<file path="src/include/phy_an_regs_cfg.svh">
// Operation
// RULE_01: Expansion bit 6 is read-only one: storage place told by bit 5.
// RULE_02: Expansion bit 5 reads one: partner next pages go to index 8.
// RULE_03: Expansion bit 4 latches high on a parallel detection fault.
// RULE_04: Expansion bit 3 read-only, reset zero, partner next page able.
// RULE_05: Expansion bit 2 reads one: local PHY supports next pages.
// RULE_06: Expansion bit 1 latches high when a new page is received.
// RULE_07: Expansion bit 0 read-only, reset zero, partner autoneg able.
// RULE_08: Transmit next page bits 15, 13, 12 writable, resets 0, 1, 0.
// RULE_09: Transmit toggle bit 11 read-only, inverse of last sent toggle.
// RULE_10: Transmit register at index 7, code field 10:0 resets to one.
// RULE_11: Receive bit 14 reads one once a link code word arrived; the code copies bit 14 from i_an.page_word as received.
// RULE_12: Receive register at index 8 is read-only, all fields reset zero.
// RULE_13: Function 00 is address mode, 01 is data; 10 and 11 unused.
// RULE_14: Access control bits 4:0 hold target device, reset zero.
// RULE_15: In address mode a write to address/data sets MMD address.
// RULE_16: In data mode address/data reaches the latched MMD address.
// RULE_17: Latched-high bits clear on read and set again while present.
// RULE_18: Host sets address first, then data mode with the same device.
`ifndef PHY_AN_REGS_CFG_SVH
`define PHY_AN_REGS_CFG_SVH

// Register indexes; byte address is four times the index
`define IDX_AN_EXPANSION 4'h6
`define IDX_NP_TRANSMIT 4'h7
`define IDX_NP_RECEIVE 4'h8
`define IDX_ACCESS_CTRL 4'hd
`define IDX_ADDR_DATA 4'he

// Expansion field positions
`define EXP_LOC_ABLE_BIT 6
`define EXP_LOC_BIT 5
`define EXP_PD_FAULT_BIT 4
`define EXP_LP_NP_ABLE_BIT 3
`define EXP_NP_ABLE_BIT 2
`define EXP_PAGE_RX_BIT 1
`define EXP_LP_AN_ABLE_BIT 0

// Next page field positions
`define NP_NEXT_BIT 15
`define NP_ACK_BIT 14
`define NP_MSG_BIT 13
`define NP_ACK2_BIT 12
`define NP_TOGGLE_BIT 11

// Reset values
`define NP_TX_RESET 16'h2001
`define NP_RX_RESET 16'h0000
`define ADDR_DATA_RESET 16'h0000

// Indirect function codes
`define MMD_FN_ADDRESS 2'h0
`define MMD_FN_DATA 2'h1

`endif

</file>
<file path="src/include/phy_an_regs_pkg.sv">
package phy_an_regs_pkg;

    // Page exchange events from the autoneg engine
    typedef struct packed {
        logic page_rx;
        logic [15:0] page_word;
        logic page_sent;
        logic sent_toggle;
        logic pd_fault;
        logic lp_an_able;
        logic lp_np_able;
    } an_event_t;

    // Indirect MMD access request towards the MMD register space
    typedef struct packed {
        logic wr;
        logic rd;
        logic [4:0] dev;
        logic [15:0] addr;
        logic [15:0] wdata;
    } mmd_req_t;

    // Transfer state of the APB slave
    typedef enum logic [2:0] {
        ST_IDLE = 3'b001,
        ST_MMD_WAIT = 3'b010,
        ST_DONE = 3'b100
    } apb_state_t;

endpackage

</file>
<file path="src/hdl/phy_an_regs.sv">
// Chosen here: the APB interface to the registers.
`timescale 1ns/1ps
`include "phy_an_regs_cfg.svh"

module phy_an_regs #(
    parameter int ADDR_W = 8
) (
    // Clock and reset
    input wire logic i_sys_clk,
    input wire logic i_rstn,
    // APB slave
    input wire logic i_psel,
    input wire logic i_penable,
    input wire logic i_pwrite,
    input wire logic [ADDR_W-1:0] i_paddr,
    input wire logic [31:0] i_pwdata,
    input wire logic [3:0] i_pstrb,
    output logic [31:0] o_prdata,
    output logic o_pready,
    output logic o_pslverr,
    // Autoneg engine
    input wire phy_an_regs_pkg::an_event_t i_an,
    output logic [15:0] o_np_tx_word,
    // MMD register space
    output phy_an_regs_pkg::mmd_req_t o_mmd_req,
    input wire logic i_mmd_ack,
    input wire logic [15:0] i_mmd_rdata
);

    // The index decode reads address bits 5:2, so narrower buses cannot reach the map
    if (ADDR_W < 6) begin
        $error("ADDR_W too small for the register map");
    end
    if (ADDR_W > 32) begin
        $error("ADDR_W wider than the bus address");
    end

    // Transfer state
    phy_an_regs_pkg::apb_state_t state_r;

    // Status seen through the expansion register
    logic pd_fault_r;
    logic page_rx_r;
    logic lp_np_able_r;
    logic lp_an_able_r;
    logic pd_fault_nxt;
    logic page_rx_nxt;

    // Next page words
    logic [15:0] np_tx_r;
    logic [15:0] np_rx_r;

    // Indirect access state
    logic [1:0] mmd_fn_r;
    logic [4:0] mmd_dev_r;
    logic [15:0] mmd_addr_r;
    logic [15:0] mmd_data_r;

    // Decode of the current transfer
    logic [3:0] idx;
    logic mapped;
    logic setup;
    logic wr_take;
    logic rd_take;
    logic is_data_mode;
    logic exp_read_done;

    // Read path
    logic [15:0] exp_word;
    logic [15:0] rd_word;

    // Register index from the word address
    function automatic logic [3:0] reg_index(input logic [ADDR_W-1:0] a);
        return a[5:2];
    endfunction

    // Register is mapped when its index is one of the five and all other address bits are zero
    function automatic logic is_mapped(input logic [ADDR_W-1:0] a);
        logic hit;
        hit = (a[1:0] == 2'h0) && ((a >> 6) == '0);
        case (a[5:2])
            `IDX_AN_EXPANSION, `IDX_NP_TRANSMIT, `IDX_NP_RECEIVE,
            `IDX_ACCESS_CTRL, `IDX_ADDR_DATA: is_mapped = hit;
            default: is_mapped = 1'b0;
        endcase
    endfunction

    // Completed transfer that addresses one register
    function automatic logic index_hit(input logic take, input logic [3:0] at, input logic [3:0] want);
        return take && (at == want);
    endfunction

    assign idx = reg_index(i_paddr);
    assign mapped = is_mapped(i_paddr);
    assign setup = i_psel && !i_penable;
    assign is_data_mode = (mmd_fn_r == `MMD_FN_DATA); // [RULE_13]

    // Data mode on the address/data register needs the MMD space to answer
    logic mmd_access;
    assign mmd_access = mapped && (idx == `IDX_ADDR_DATA) && is_data_mode;

    // Access phase completes on the cycle pready is high
    assign wr_take = i_psel && i_penable && o_pready && i_pwrite && mapped;
    assign rd_take = i_psel && i_penable && o_pready && !i_pwrite && mapped;

    // Ready: immediately for local registers, after the MMD ack otherwise
    always_comb begin
        case (state_r)
            phy_an_regs_pkg::ST_IDLE: o_pready = 1'b0;
            phy_an_regs_pkg::ST_MMD_WAIT: o_pready = 1'b0;
            phy_an_regs_pkg::ST_DONE: o_pready = i_psel && i_penable;
            default: o_pready = 1'b0;
        endcase
    end
    assign o_pslverr = o_pready && !mapped;

    // Slave state: setup cycle decides the path, ready comes one or more cycles later
    always_ff @(posedge i_sys_clk) begin
        if (!i_rstn) begin
            state_r <= phy_an_regs_pkg::ST_IDLE;
        end else begin
            case (state_r)
                phy_an_regs_pkg::ST_IDLE: begin
                    if (setup && mmd_access) begin
                        state_r <= phy_an_regs_pkg::ST_MMD_WAIT;
                    end else if (setup) begin
                        state_r <= phy_an_regs_pkg::ST_DONE;
                    end
                end
                phy_an_regs_pkg::ST_MMD_WAIT: begin
                    if (i_mmd_ack) begin
                        state_r <= phy_an_regs_pkg::ST_DONE;
                    end
                end
                phy_an_regs_pkg::ST_DONE: begin
                    if (o_pready) begin
                        state_r <= phy_an_regs_pkg::ST_IDLE;
                    end
                end
                default: state_r <= phy_an_regs_pkg::ST_IDLE;
            endcase
        end
    end

    // MMD request strobes: one pulse on entry to the wait state
    always_ff @(posedge i_sys_clk) begin
        if (!i_rstn) begin
            o_mmd_req <= '0;
        end else begin
            o_mmd_req.wr <= 1'b0;
            o_mmd_req.rd <= 1'b0;
            if (state_r == phy_an_regs_pkg::ST_IDLE && setup && mmd_access) begin
                o_mmd_req.wr <= i_pwrite; // [RULE_16]
                o_mmd_req.rd <= !i_pwrite; // [RULE_16]
                o_mmd_req.dev <= mmd_dev_r; // [RULE_14]
                o_mmd_req.addr <= mmd_addr_r; // [RULE_16]
                o_mmd_req.wdata <= i_pwdata[15:0];
            end
        end
    end

    // Latched MMD read data, or the written data on a write, shown through the address/data register
    always_ff @(posedge i_sys_clk) begin
        if (!i_rstn) begin
            mmd_data_r <= `ADDR_DATA_RESET;
        end else if (state_r == phy_an_regs_pkg::ST_MMD_WAIT && i_mmd_ack) begin
            mmd_data_r <= i_pwrite ? o_mmd_req.wdata : i_mmd_rdata; // [RULE_16]
        end
    end

    // Function code; reserved codes are stored but never reach the MMD space
    always_ff @(posedge i_sys_clk) begin
        if (!i_rstn) begin
            mmd_fn_r <= `MMD_FN_ADDRESS;
        end else if (index_hit(wr_take, idx, `IDX_ACCESS_CTRL) && i_pstrb[1]) begin
            mmd_fn_r <= i_pwdata[15:14]; // [RULE_13]
        end
    end

    // Target device of the indirect access
    always_ff @(posedge i_sys_clk) begin
        if (!i_rstn) begin
            mmd_dev_r <= 5'h00;
        end else if (index_hit(wr_take, idx, `IDX_ACCESS_CTRL) && i_pstrb[0]) begin
            mmd_dev_r <= i_pwdata[4:0]; // [RULE_14]
        end
    end

    // MMD address is set only in address mode
    always_ff @(posedge i_sys_clk) begin
        if (!i_rstn) begin
            mmd_addr_r <= `ADDR_DATA_RESET;
        end else if (wr_take && idx == `IDX_ADDR_DATA && mmd_fn_r == `MMD_FN_ADDRESS) begin
            if (i_pstrb[0]) begin
                mmd_addr_r[7:0] <= i_pwdata[7:0]; // [RULE_15]
            end
            if (i_pstrb[1]) begin
                mmd_addr_r[15:8] <= i_pwdata[15:8]; // [RULE_15]
            end
        end
    end

    // Next page transmit: writable fields, toggle from the engine
    always_ff @(posedge i_sys_clk) begin
        if (!i_rstn) begin
            np_tx_r <= `NP_TX_RESET; // [RULE_08] [RULE_10]
        end else begin
            if (wr_take && idx == `IDX_NP_TRANSMIT) begin
                if (i_pstrb[0]) begin
                    np_tx_r[7:0] <= i_pwdata[7:0]; // [RULE_10]
                end
                if (i_pstrb[1]) begin
                    np_tx_r[10:8] <= i_pwdata[10:8]; // [RULE_10]
                    np_tx_r[`NP_NEXT_BIT] <= i_pwdata[`NP_NEXT_BIT]; // [RULE_08]
                    np_tx_r[`NP_MSG_BIT] <= i_pwdata[`NP_MSG_BIT]; // [RULE_08]
                    np_tx_r[`NP_ACK2_BIT] <= i_pwdata[`NP_ACK2_BIT]; // [RULE_08]
                end
            end
            // Toggle is not writable; it follows what the engine sent
            if (i_an.page_sent) begin
                np_tx_r[`NP_TOGGLE_BIT] <= !i_an.sent_toggle; // [RULE_09]
            end
            np_tx_r[14] <= 1'b0;
        end
    end
    assign o_np_tx_word = np_tx_r;

    // Next page receive: whole code word captured on a new page
    always_ff @(posedge i_sys_clk) begin
        if (!i_rstn) begin
            np_rx_r <= `NP_RX_RESET; // [RULE_12]
        end else if (i_an.page_rx) begin
            np_rx_r <= i_an.page_word; // [RULE_02] [RULE_11] [RULE_12]
        end
    end

    // Partner next page ability level
    always_ff @(posedge i_sys_clk) begin
        if (!i_rstn) begin
            lp_np_able_r <= 1'b0;
        end else begin
            lp_np_able_r <= i_an.lp_np_able; // [RULE_04]
        end
    end

    // Partner autoneg ability level
    always_ff @(posedge i_sys_clk) begin
        if (!i_rstn) begin
            lp_an_able_r <= 1'b0;
        end else begin
            lp_an_able_r <= i_an.lp_an_able; // [RULE_07]
        end
    end

    // Read data was captured at setup, so a flag set since then must survive the clear
    assign exp_read_done = index_hit(rd_take, idx, `IDX_AN_EXPANSION);

    // Next values of the latched flags; a new event wins over the clear
    always_comb begin
        pd_fault_nxt = pd_fault_r;
        page_rx_nxt = page_rx_r;
        if (exp_read_done && o_prdata[`EXP_PD_FAULT_BIT]) begin
            pd_fault_nxt = 1'b0; // [RULE_17]
        end
        if (exp_read_done && o_prdata[`EXP_PAGE_RX_BIT]) begin
            page_rx_nxt = 1'b0; // [RULE_17]
        end
        if (i_an.pd_fault) begin
            pd_fault_nxt = 1'b1; // [RULE_03]
        end
        if (i_an.page_rx) begin
            page_rx_nxt = 1'b1; // [RULE_06]
        end
    end

    // Parallel detection fault flag
    always_ff @(posedge i_sys_clk) begin
        if (!i_rstn) begin
            pd_fault_r <= 1'b0;
        end else begin
            pd_fault_r <= pd_fault_nxt; // [RULE_03] [RULE_17]
        end
    end

    // Page received flag
    always_ff @(posedge i_sys_clk) begin
        if (!i_rstn) begin
            page_rx_r <= 1'b0;
        end else begin
            page_rx_r <= page_rx_nxt; // [RULE_06] [RULE_17]
        end
    end

    // Expansion word; constant ability bits are wired in
    always_comb begin
        exp_word = 16'h0000;
        exp_word[`EXP_LOC_ABLE_BIT] = 1'b1; // [RULE_01]
        exp_word[`EXP_LOC_BIT] = 1'b1; // [RULE_02]
        exp_word[`EXP_PD_FAULT_BIT] = pd_fault_r; // [RULE_03]
        exp_word[`EXP_LP_NP_ABLE_BIT] = lp_np_able_r; // [RULE_04]
        exp_word[`EXP_NP_ABLE_BIT] = 1'b1; // [RULE_05]
        exp_word[`EXP_PAGE_RX_BIT] = page_rx_r; // [RULE_06]
        exp_word[`EXP_LP_AN_ABLE_BIT] = lp_an_able_r; // [RULE_07]
    end

    // Read mux; reserved bits and unmapped indexes read zero
    always_comb begin
        case (idx)
            `IDX_AN_EXPANSION: rd_word = exp_word;
            `IDX_NP_TRANSMIT: rd_word = np_tx_r;
            `IDX_NP_RECEIVE: rd_word = np_rx_r;
            `IDX_ACCESS_CTRL: rd_word = {mmd_fn_r, 9'h000, mmd_dev_r};
            `IDX_ADDR_DATA: rd_word = is_data_mode ? mmd_data_r : mmd_addr_r; // [RULE_16]
            default: rd_word = 16'h0000;
        endcase
    end

    // Read data registered in the setup cycle, or after MMD completion
    logic [31:0] prdata_r;
    always_ff @(posedge i_sys_clk) begin
        if (!i_rstn) begin
            prdata_r <= 32'h0000_0000;
        end else if (state_r == phy_an_regs_pkg::ST_IDLE && setup) begin
            prdata_r <= mapped ? {16'h0000, rd_word} : 32'h0000_0000;
        end else if (state_r == phy_an_regs_pkg::ST_MMD_WAIT && i_mmd_ack && !i_pwrite) begin
            prdata_r <= {16'h0000, i_mmd_rdata}; // [RULE_16]
        end
    end
    assign o_prdata = prdata_r;

endmodule

</file>
<file path="config.mk">
export PLATFORM = sky130hd
export DESIGN_NAME = phy_an_regs
export DESIGN_NICKNAME = d
export VERILOG_FILES = /design/src/include/phy_an_regs_pkg.sv /design/src/hdl/phy_an_regs.sv
export VERILOG_INCLUDE_DIRS = /design/src /design/src/include
export SDC_FILE = /design/constraint.sdc
export NUM_CORES = 1
export LEC_CHECK = 0
export BUFFER_PORTS_ARGS = -buffer_cell sky130_fd_sc_hd__buf_4
export CORE_ASPECT_RATIO = 1.2
export CORE_UTILIZATION = 47
export CTS_CLUSTER_DIAMETER = 50
export DETAILED_ROUTE_END_ITERATION = 8
export PLACE_DENSITY = 0.77
export SLEW_MARGIN = 20
export SYNTH_ARGS = -nofsm -noshare
export SYNTH_HDL_FRONTEND = slang
export SYNTH_SLANG_ARGS = --single-unit
</file>
<file path="constraint.sdc">
create_clock -name i_sys_clk -period 2 [get_ports i_sys_clk]
set_input_delay 0.3 -clock i_sys_clk [delete_from_list [all_inputs] [get_ports i_sys_clk]]
set_output_delay 0.3 -clock i_sys_clk [all_outputs]
set_load 0.1 [all_outputs]
</file>
==> impl_metrics.sql, run 1 <==
INSERT INTO impl_metrics (metric_group, metric, value, unit) VALUES
('status', 'outcome', 'finished, final reports clean', ''),
('route', 'drt.antenna.violating_nets', '0', ''),
('logic_synthesis', 'synth_largest_type_area_fraction', '45.0', '%'),
('worst_setup_path', 'worstSetupStartpointType', 'flip-flop', ''),
('logic_synthesis', 'synth-edff-count', '0', ''),
('floorplanning', 'rows', '44', ''),
('route', 'initialDrtViolationCount', '422', ''),
('cells_and_area', 'insertedDiodeCount', '0', ''),
('floorplanning', 'dieHeight', '124', 'um'),
('sta', 'final-hold-violation-count', '0', ''),
('clocking', 'path_clk_slew', '60', 'ps'),
('sta', 'final_max_slew_viol_count', '0', ''),
('route', 'avgRoutedWirePerCell', '18.0', 'um'),
('sta', 'rsz_0062_raised_after_global_routing', 'no', ''),
('logic_synthesis', 'synth.ff_latch_count', '132', ''),
('clocking', 'cts_setup_buffers', '0', ''),
('power', 'netsw', '1860', 'uW'),
('clocking', 'cts_hold_buffers', '0', ''),
('global_routing', 'antenna_found_initial', '0', ''),
('place', 'dpl.cell_count', '971', ''),
('global_routing', 'maximum_number_of_pins_on_one_net_before_global_route_repair', '66', ''),
('clocking', 'cts_buffers', '17', ''),
('cells_and_area', 'finish.instance_area', '0.00787', 'mm2'),
('sta', 'period_minus_slack', '1940', 'ps'),
('floorplanning', 'top_level_ports', '177', ''),
('cells_and_area', 'drive_gt1_share', '28.3', '%'),
('global_routing', 'first_global_vias', '5412', ''),
('route', 'vias_per_cell', '5.45', ''),
('cells_and_area', 'post_route_non_filler_standard_cell_count', '1003', ''),
('clocking', 'cts.root.buffer_cell', 'clkbuf_16', ''),
('worst_setup_path', 'critPathCapture', 'o_pslverr', ''),
('worst_setup_path', 'rr_startpoint', 'state_r[2]$_SDFFE_PN0P_', ''),
('clocking', 'worst_case_clock_buffer_depth', '2', ''),
('worst_setup_path', 'worst_ep_required', '1700', 'ps'),
('power', 'pwr-share-comb', '12.3', '%'),
('sta', 'finish_stage_setup_viols', '0', ''),
('worst_setup_path', 'critical_path.max_fanout', '7', ''),
('logic_synthesis', 'synth.yosys.warnings', '0', ''),
('worst_setup_path', 'critical_path_class', 'reg -> out', ''),
('logic_synthesis', 'synth_most_common_cell', 'dfxtp_1', ''),
('worst_setup_path', 'worstRegToRegCells', '7', ''),
('sta', 'timing.fmax', '516', 'MHz'),
('logic_synthesis', 'netlist_instances', '670', ''),
('logic_synthesis', 'synth.top_cells.by_count', 'dfxtp_1, nand2_1, mux2i_1', ''),
('logic_synthesis', 'synthArstFlopShare', '0', '%'),
('floorplanning', 'die_x', '104', 'um'),
('logic_synthesis', 'avgSynthCellArea', '8.77', 'um2'),
('cells_and_area', 'area.growth.synth_to_final', '33.9', '%'),
('global_routing', 'grt.total_usage', '28.1', '%'),
('floorplanning', 'core', '0.0122', 'mm2'),
('worst_setup_path', 'worst-r2r-setup-slack', '180', 'ps'),
('global_routing', 'overflow', '0', ''),
('place', 'place.port_buffers', '141', ''),
('floorplanning', 'fp.dieArea', '0.0130', 'mm2'),
('power', 'power.share.sequential', '41.0', '%'),
('clocking', 'clk_sinks', '132', ''),
('logic_synthesis', 'ys_dominant_reg_cell', 'dfxtp_1', ''),
('worst_setup_path', 'crit_path_start', 'state_r[2]$_SDFFE_PN0P_', ''),
('power', 'power.switching_fraction', '28.0', '%'),
('worst_setup_path', 'setup.worst_path.end_class', 'output port', ''),
('power', 'share_clk_of_total_power', '46.7', '%'),
('route', 'route.vias.total', '5468', ''),
('logic_synthesis', 'synth_cell_type_count', '47', ''),
('logic_synthesis', 'synth.top_cells.by_area', 'dfxtp_1, mux2i_1, nand2_1, a21oi_1, nor2_1', ''),
('global_routing', 'grt_first_pass_wirelength', '28.1', 'mm'),
('clocking', 'tritoncts', 'built', ''),
('power', 'leakage', '0.00338', 'uW'),
('worst_setup_path', 'worst-endpoint-arrival', '1640', 'ps'),
('hold_path', 'min-delay-path-class', 'in -> reg', ''),
('floorplanning', 'floorplan.initialDensity', '48.3', '%'),
('place', 'dpl.hpwl', '13.3', 'mm');
how the worst min path moves through the flow:
stage / startpoint / endpoint / slack [ps] / cells after the start
final: i_an[3] / o_np_tx_word[11]$_SDFFE_PN0P_ / 70 / 2
after global routing: i_an[3] / o_np_tx_word[11]$_SDFFE_PN0P_ / 50 / 2
after CTS: i_an[3] / o_np_tx_word[11]$_SDFFE_PN0P_ / 60 / 2
after detailed placement: o_mmd_req[22]$_SDFFE_PN0P_ / o_mmd_req[22]$_SDFFE_PN0P_ / 450 / 2
after global placement: o_mmd_req[29]$_SDFFE_PN0P_ / o_mmd_req[29]$_SDFFE_PN0P_ / 450 / 2
after floorplan: i_an[4] / o_np_tx_word[11]$_SDFFE_PN0P_ / 390 / 1
sequential cells by signal (all words and copies together) (netlist names):
register and count:
o_np_tx_word 15, o_mmd_req 39, page_rx_r 1, state_r 3, np_rx_r 16, o_prdata 16
mmd_addr_r 16, lp_np_able_r 1, pd_fault_r 1, mmd_dev_r 5, mmd_fn_r 2, lp_an_able_r 1
mmd_data_r 16
area by class of cell:
| class | count | area [um2] |
|---|---|---|
| clock inverter | 15 | 169 |
| timing repair buffer | 187 | 1460 |
| multi-input combinational | 485 | 2940 |
| clock buffer | 17 | 425 |
| fill | 1012 | 4300 |
| inverter | 6 | 22.5 |
| sequential | 132 | 2650 |
| tap | 161 | 201 |
power groups by stage:
| stage | registers [uW] | logic, uW | clock network [uW] |
|---|---|---|---|
| after floorplan | 2950 | 388 | 0 |
| after global placement | 2780 | 798 | 0 |
| after detailed placement | 2780 | 809 | 0 |
| after CTS | 2720 | 811 | 3140 |
| after global routing | 2730 | 856 | 3260 |
| final | 2720 | 816 | 3100 |
critical path: stages (launching register included):
cell and delay [ps]:
dfxtp_4 390, nor2b_1 170, nand3_2 140, buf_4 210, nor2_4 110, buf_8 210
routing by layer:
layer	global-route usage [%]	part of all wire, %	wire length [um]
met2	49.5	51	9150
met5	0	0	0
met4	12.4	3.2	577
met3	6.96	7.0	1260
met1	31.9	39	7040
cell families (layout without fill, tap and decap cells):
logic type,count (synthesis),after routing,share of synthesized area (%)
DFF,132,132,45.0
and+or+nand+nor,227,227,18.1
xor gates and xnor gates,1,1,0.149
muxes,89,89,15.2
AOI/OAI and AO/OA,151,151,15.0
other,1,17,0.0638
buffers and inverters,69,225,6.52
cells in the final DEF (no fill, tap or decap), drive strengths merged, types with 5 or more instances in the layout:
cell type | synthesis | final
a211oi | 17 | 17
a21oi | 57 | 57
a22oi | 14 | 14
buf | 32 | 187
clkbuf | 31 | 17
conb | 1 | 17
dfxtp | 132 | 132
inv | 6 | 13
mux2i | 85 | 85
nand2 | 118 | 118
nand2b | 5 | 5
nor2 | 67 | 67
nor4 | 9 | 9
o21ai | 50 | 50
through the flow:
step | total power, uW | TNS, ps | hold slack [ps] | util (%) | setup WS [ps]
3_5_place_dp | 3590 | -903 | 448 | 59.7 | -68.6
2_1_floorplan | 3330 | 0 | 395 | - | 20.8
4_1_cts | 6680 | 0 | 56.9 | 64.6 | 2.43
6_report | 6640 | 0 | 68.2 | 64.7 | 61.0
3_3_place_gp | 3570 | -45.3 | 446 | 59.7 | -13.5
5_1_grt | 6840 | 0 | 54.1 | 64.7 | 4.59
repair_timing:
| action | in CTS | in global routing |
|---|---|---|
| endpoints found under the hold margin | 0 | 0 |
| resized for setup | 2 | 2 |
| setup endpoints to repair | 2 | 2 |
Note: power is estimated with default switching activity, not from simulation.
==> run 2, diff against run 1 <==
--- a/config.mk
+++ b/config.mk
@@ -8,10 +8,11 @@
 export LEC_CHECK = 0
 export BUFFER_PORTS_ARGS = -buffer_cell sky130_fd_sc_hd__buf_4
 export CORE_ASPECT_RATIO = 1.2
-export CORE_UTILIZATION = 47
+export CORE_UTILIZATION = 48
+export CTS_BUF_LIST = sky130_fd_sc_hd__clkbuf_8
 export CTS_CLUSTER_DIAMETER = 50
 export DETAILED_ROUTE_END_ITERATION = 8
-export PLACE_DENSITY = 0.77
+export PLACE_DENSITY = 0.78
 export SLEW_MARGIN = 20
 export SYNTH_ARGS = -nofsm -noshare
 export SYNTH_HDL_FRONTEND = slang
==> constraint.sdc (replaced) <==
create_clock -name i_sys_clk -period 2 [get_ports i_sys_clk]
set_input_delay 0.6 -clock i_sys_clk [delete_from_list [all_inputs] [get_ports i_sys_clk]]
set_output_delay 0.6 -clock i_sys_clk [all_outputs]
set_load 0.1 [all_outputs]
==> impl_metrics.sql, run 2 (synthesized netlist as in run 1, its figures left out) <==
INSERT INTO impl_metrics (metric_group, metric, value, unit) VALUES
('clocking', 'cts_hold_buffers', '0', ''),
('clocking', 'cts.root.buffer_cell', 'clkbuf_8', ''),
('worst_setup_path', 'slowest_stage', 'or4_4', ''),
('place', 'dpl.hpwl', '13.5', 'mm'),
('global_routing', 'grt.total_usage', '29.5', '%'),
('place', 'place_ws', '-359', 'ps'),
('clocking', 'path_clk_slew', '70', 'ps'),
('cells_and_area', 'area.growth.synth_to_final', '35.5', '%'),
('sta', 'fin_ws', '-163', 'ps'),
('worst_setup_path', 'setup.worst_path.end_class', 'output port', ''),
('worst_setup_path', 'worst-endpoint-arrival', '1560', 'ps'),
('floorplanning', 'fp.dieArea', '0.0127', 'mm2'),
('power', 'pwr-share-comb', '15.6', '%'),
('global_routing', 'maximum_number_of_pins_on_one_net_before_global_route_repair', '38', ''),
('worst_setup_path', 'critical_path.most_common_cell', 'nor2_4', ''),
('route', 'drc', '0', ''),
('worst_setup_path', 'critical_path_class', 'in -> out', ''),
('route', 'finalWirelength', '18.6', 'mm'),
('floorplanning', 'core', '0.0117', 'mm2'),
('clocking', 'clk_sinks', '132', ''),
('power', 'leakage', '0.00343', 'uW'),
('sta', 'rsz_0062_raised_after_global_routing', 'yes', ''),
('place', 'replace_congestion', '0.907', ''),
('clocking', 'clock_latency', '420', 'ps'),
('sta', 'final-hold-violation-count', '0', ''),
('sta', 'timing.fmax', '462', 'MHz'),
('sta', 'period_minus_slack', '2160', 'ps'),
('worst_setup_path', 'crit_family', 'simple AND/OR/NAND/NOR gates', ''),
('worst_setup_path', 'critical-path-max-stage-delay', '550', 'ps'),
('clocking', 'worst_case_clock_buffer_depth', '2', ''),
('run', 'maxCapViolations', '0', ''),
('worst_setup_path', 'worstSetupStartpointType', 'input port', ''),
('route', 'route.vias.total', '5653', ''),
('floorplanning', 'rows', '43', ''),
('global_routing', 'first_global_vias', '5507', ''),
('clocking', 'htreeDepth', '4', ''),
('route', 'drt.antenna.violating_nets', '0', ''),
('route', 'initialDrtViolationCount', '337', ''),
('power', 'share_clk_of_total_power', '36.1', '%'),
('cells_and_area', 'layout.cells.most_common', 'buf_4', ''),
('sta', 'timing.final.crit_share', '108', '%'),
('power', 'ir_drop', '0.467', 'mV'),
('status', 'failed_checks', 'setup timing', ''),
('cells_and_area', 'insertedDiodeCount', '0', ''),
('cells_and_area', 'largest_register_ff_count', '39', ''),
('power', 'p_total', '5630', 'uW'),
('worst_setup_path', 'timing.critical_path.buf_inv', '2', ''),
('cells_and_area', 'drive_gt1_share', '31.1', '%'),
('power', 'power.switching_fraction', '29.3', '%'),
('cells_and_area', 'finalNetCount', '936', ''),
('route', 'vias_per_cell', '5.55', ''),
('route', 'avgRoutedWirePerCell', '18.3', 'um'),
('place', 'place.port_buffers', '141', ''),
('cells_and_area', 'commonest_non_fill_non_tap_cells_in_the_layout', 'buf_4, dfxtp_1, nand2_1, mux2i_1, nor2_1', ''),
('worst_setup_path', 'critical_path.max_fanout', '2', ''),
('power', 'netsw', '1650', 'uW'),
('floorplanning', 'dieHeight', '123', 'um'),
('power', 'power_per_cell_area', '707', 'mW/mm2'),
('sta', 'final_max_slew_viol_count', '0', ''),
('cells_and_area', 'fillerInstances', '958', ''),
('power', 'power.share.sequential', '48.3', '%'),
('sta', 'finish_stage_setup_viols', '2', ''),
('global_routing', 'antenna_found_initial', '0', ''),
('clocking', 'tritoncts', 'built', ''),
('status', 'outcome', 'complete, but fails checks', ''),
('floorplanning', 'die_x', '103', 'um'),
('sta', 'fin_skew', '10.9', 'ps'),
('hold_path', 'min-delay-path-class', 'in -> reg', ''),
('worst_setup_path', 'worstPathCellList', 'buf_6 > or4_4 > nor2_4 > nor2_4 > buf_12', ''),
('clocking', 'cts_buffers', '17', ''),
('route', 'detailed_routing_iterations_pass_1', '5', ''),
('floorplanning', 'floorplan.initialDensity', '50.1', '%'),
('power', 'internal_power', '3980', 'uW'),
('global_routing', 'overflow', '0', ''),
('cells_and_area', 'top_register', 'o_mmd_req', ''),
('global_routing', 'grt_first_pass_wirelength', '27.7', 'mm'),
('floorplanning', 'top_level_ports', '177', ''),
('worst_setup_path', 'worst_ep_required', '1400', 'ps');
==> run 2: worst paths after layout <==
path,from,endpoint,slack [ps],cells after the start
min reg2reg,o_mmd_req[20]$_SDFFE_PN0P_,o_mmd_req[20]$_SDFFE_PN0P_,460,2
max,i_paddr[6],o_pslverr,-160,5
max reg2reg,state_r[2]$_SDFFE_PN0P_,o_mmd_req[16]$_SDFFE_PN0P_,140,7
min,i_an[3],o_np_tx_word[11]$_SDFFE_PN0P_,360,2
==> run 2: power groups by stage <==
stage | logic, uW | registers (uW) | clock network, uW
2_1_floorplan | 397 | 2950 | 0
3_3_place_gp | 841 | 2770 | 0
3_5_place_dp | 853 | 2780 | 0
4_1_cts | 865 | 2720 | 2040
5_1_grt | 915 | 2720 | 2170
6_report | 878 | 2720 | 2030
==> run 2: metrics by stage <==
stage	instance area [um2]	setup TNS [ps]	utilization, %	hold WS (ps)	cells
final	7960	-164	67.9	356	1018
after global routing	7960	-343	67.9	343	1018
after CTS	7900	-156	67.4	347	1016
after detailed placement	7460	-25660	63.6	445	981
after global placement	7460	-23540	63.6	446	981
after floorplan	6040	-8210	-	448	686
==> run 2: layout make-up <==
cell class | instances | area (um2) | share of cell area [%]
Multi-Input combinational cell | 485 | 3030 | 38.1
Sequential cell | 132 | 2650 | 33.2
Timing Repair Buffer | 206 | 1700 | 21.4
Inverter | 6 | 26.3 | 0.330
Clock buffer | 19 | 262 | 3.29
Clock inverter | 13 | 96.3 | 1.21
Tap cell | 157 | 196 | 2.47
==> run 2: metal layers <==
layer  vias to the layer above  wire length [um]  track usage (%)
li1                       2651                 -                -
met1                      2697              7110             32.2
met2                       241              9520             52.8
met3                        64              1060             5.20
met4                         0               889             17.4
met5                         -                 0                0
==> run 2: repair_timing <==
item,CTS,global route
cloned,0,1
pin swaps,5,4
endpoints found under the hold margin,0,0
gates resized for setup,15,7
setup buffers,3,1
setup endpoints to repair,2,53
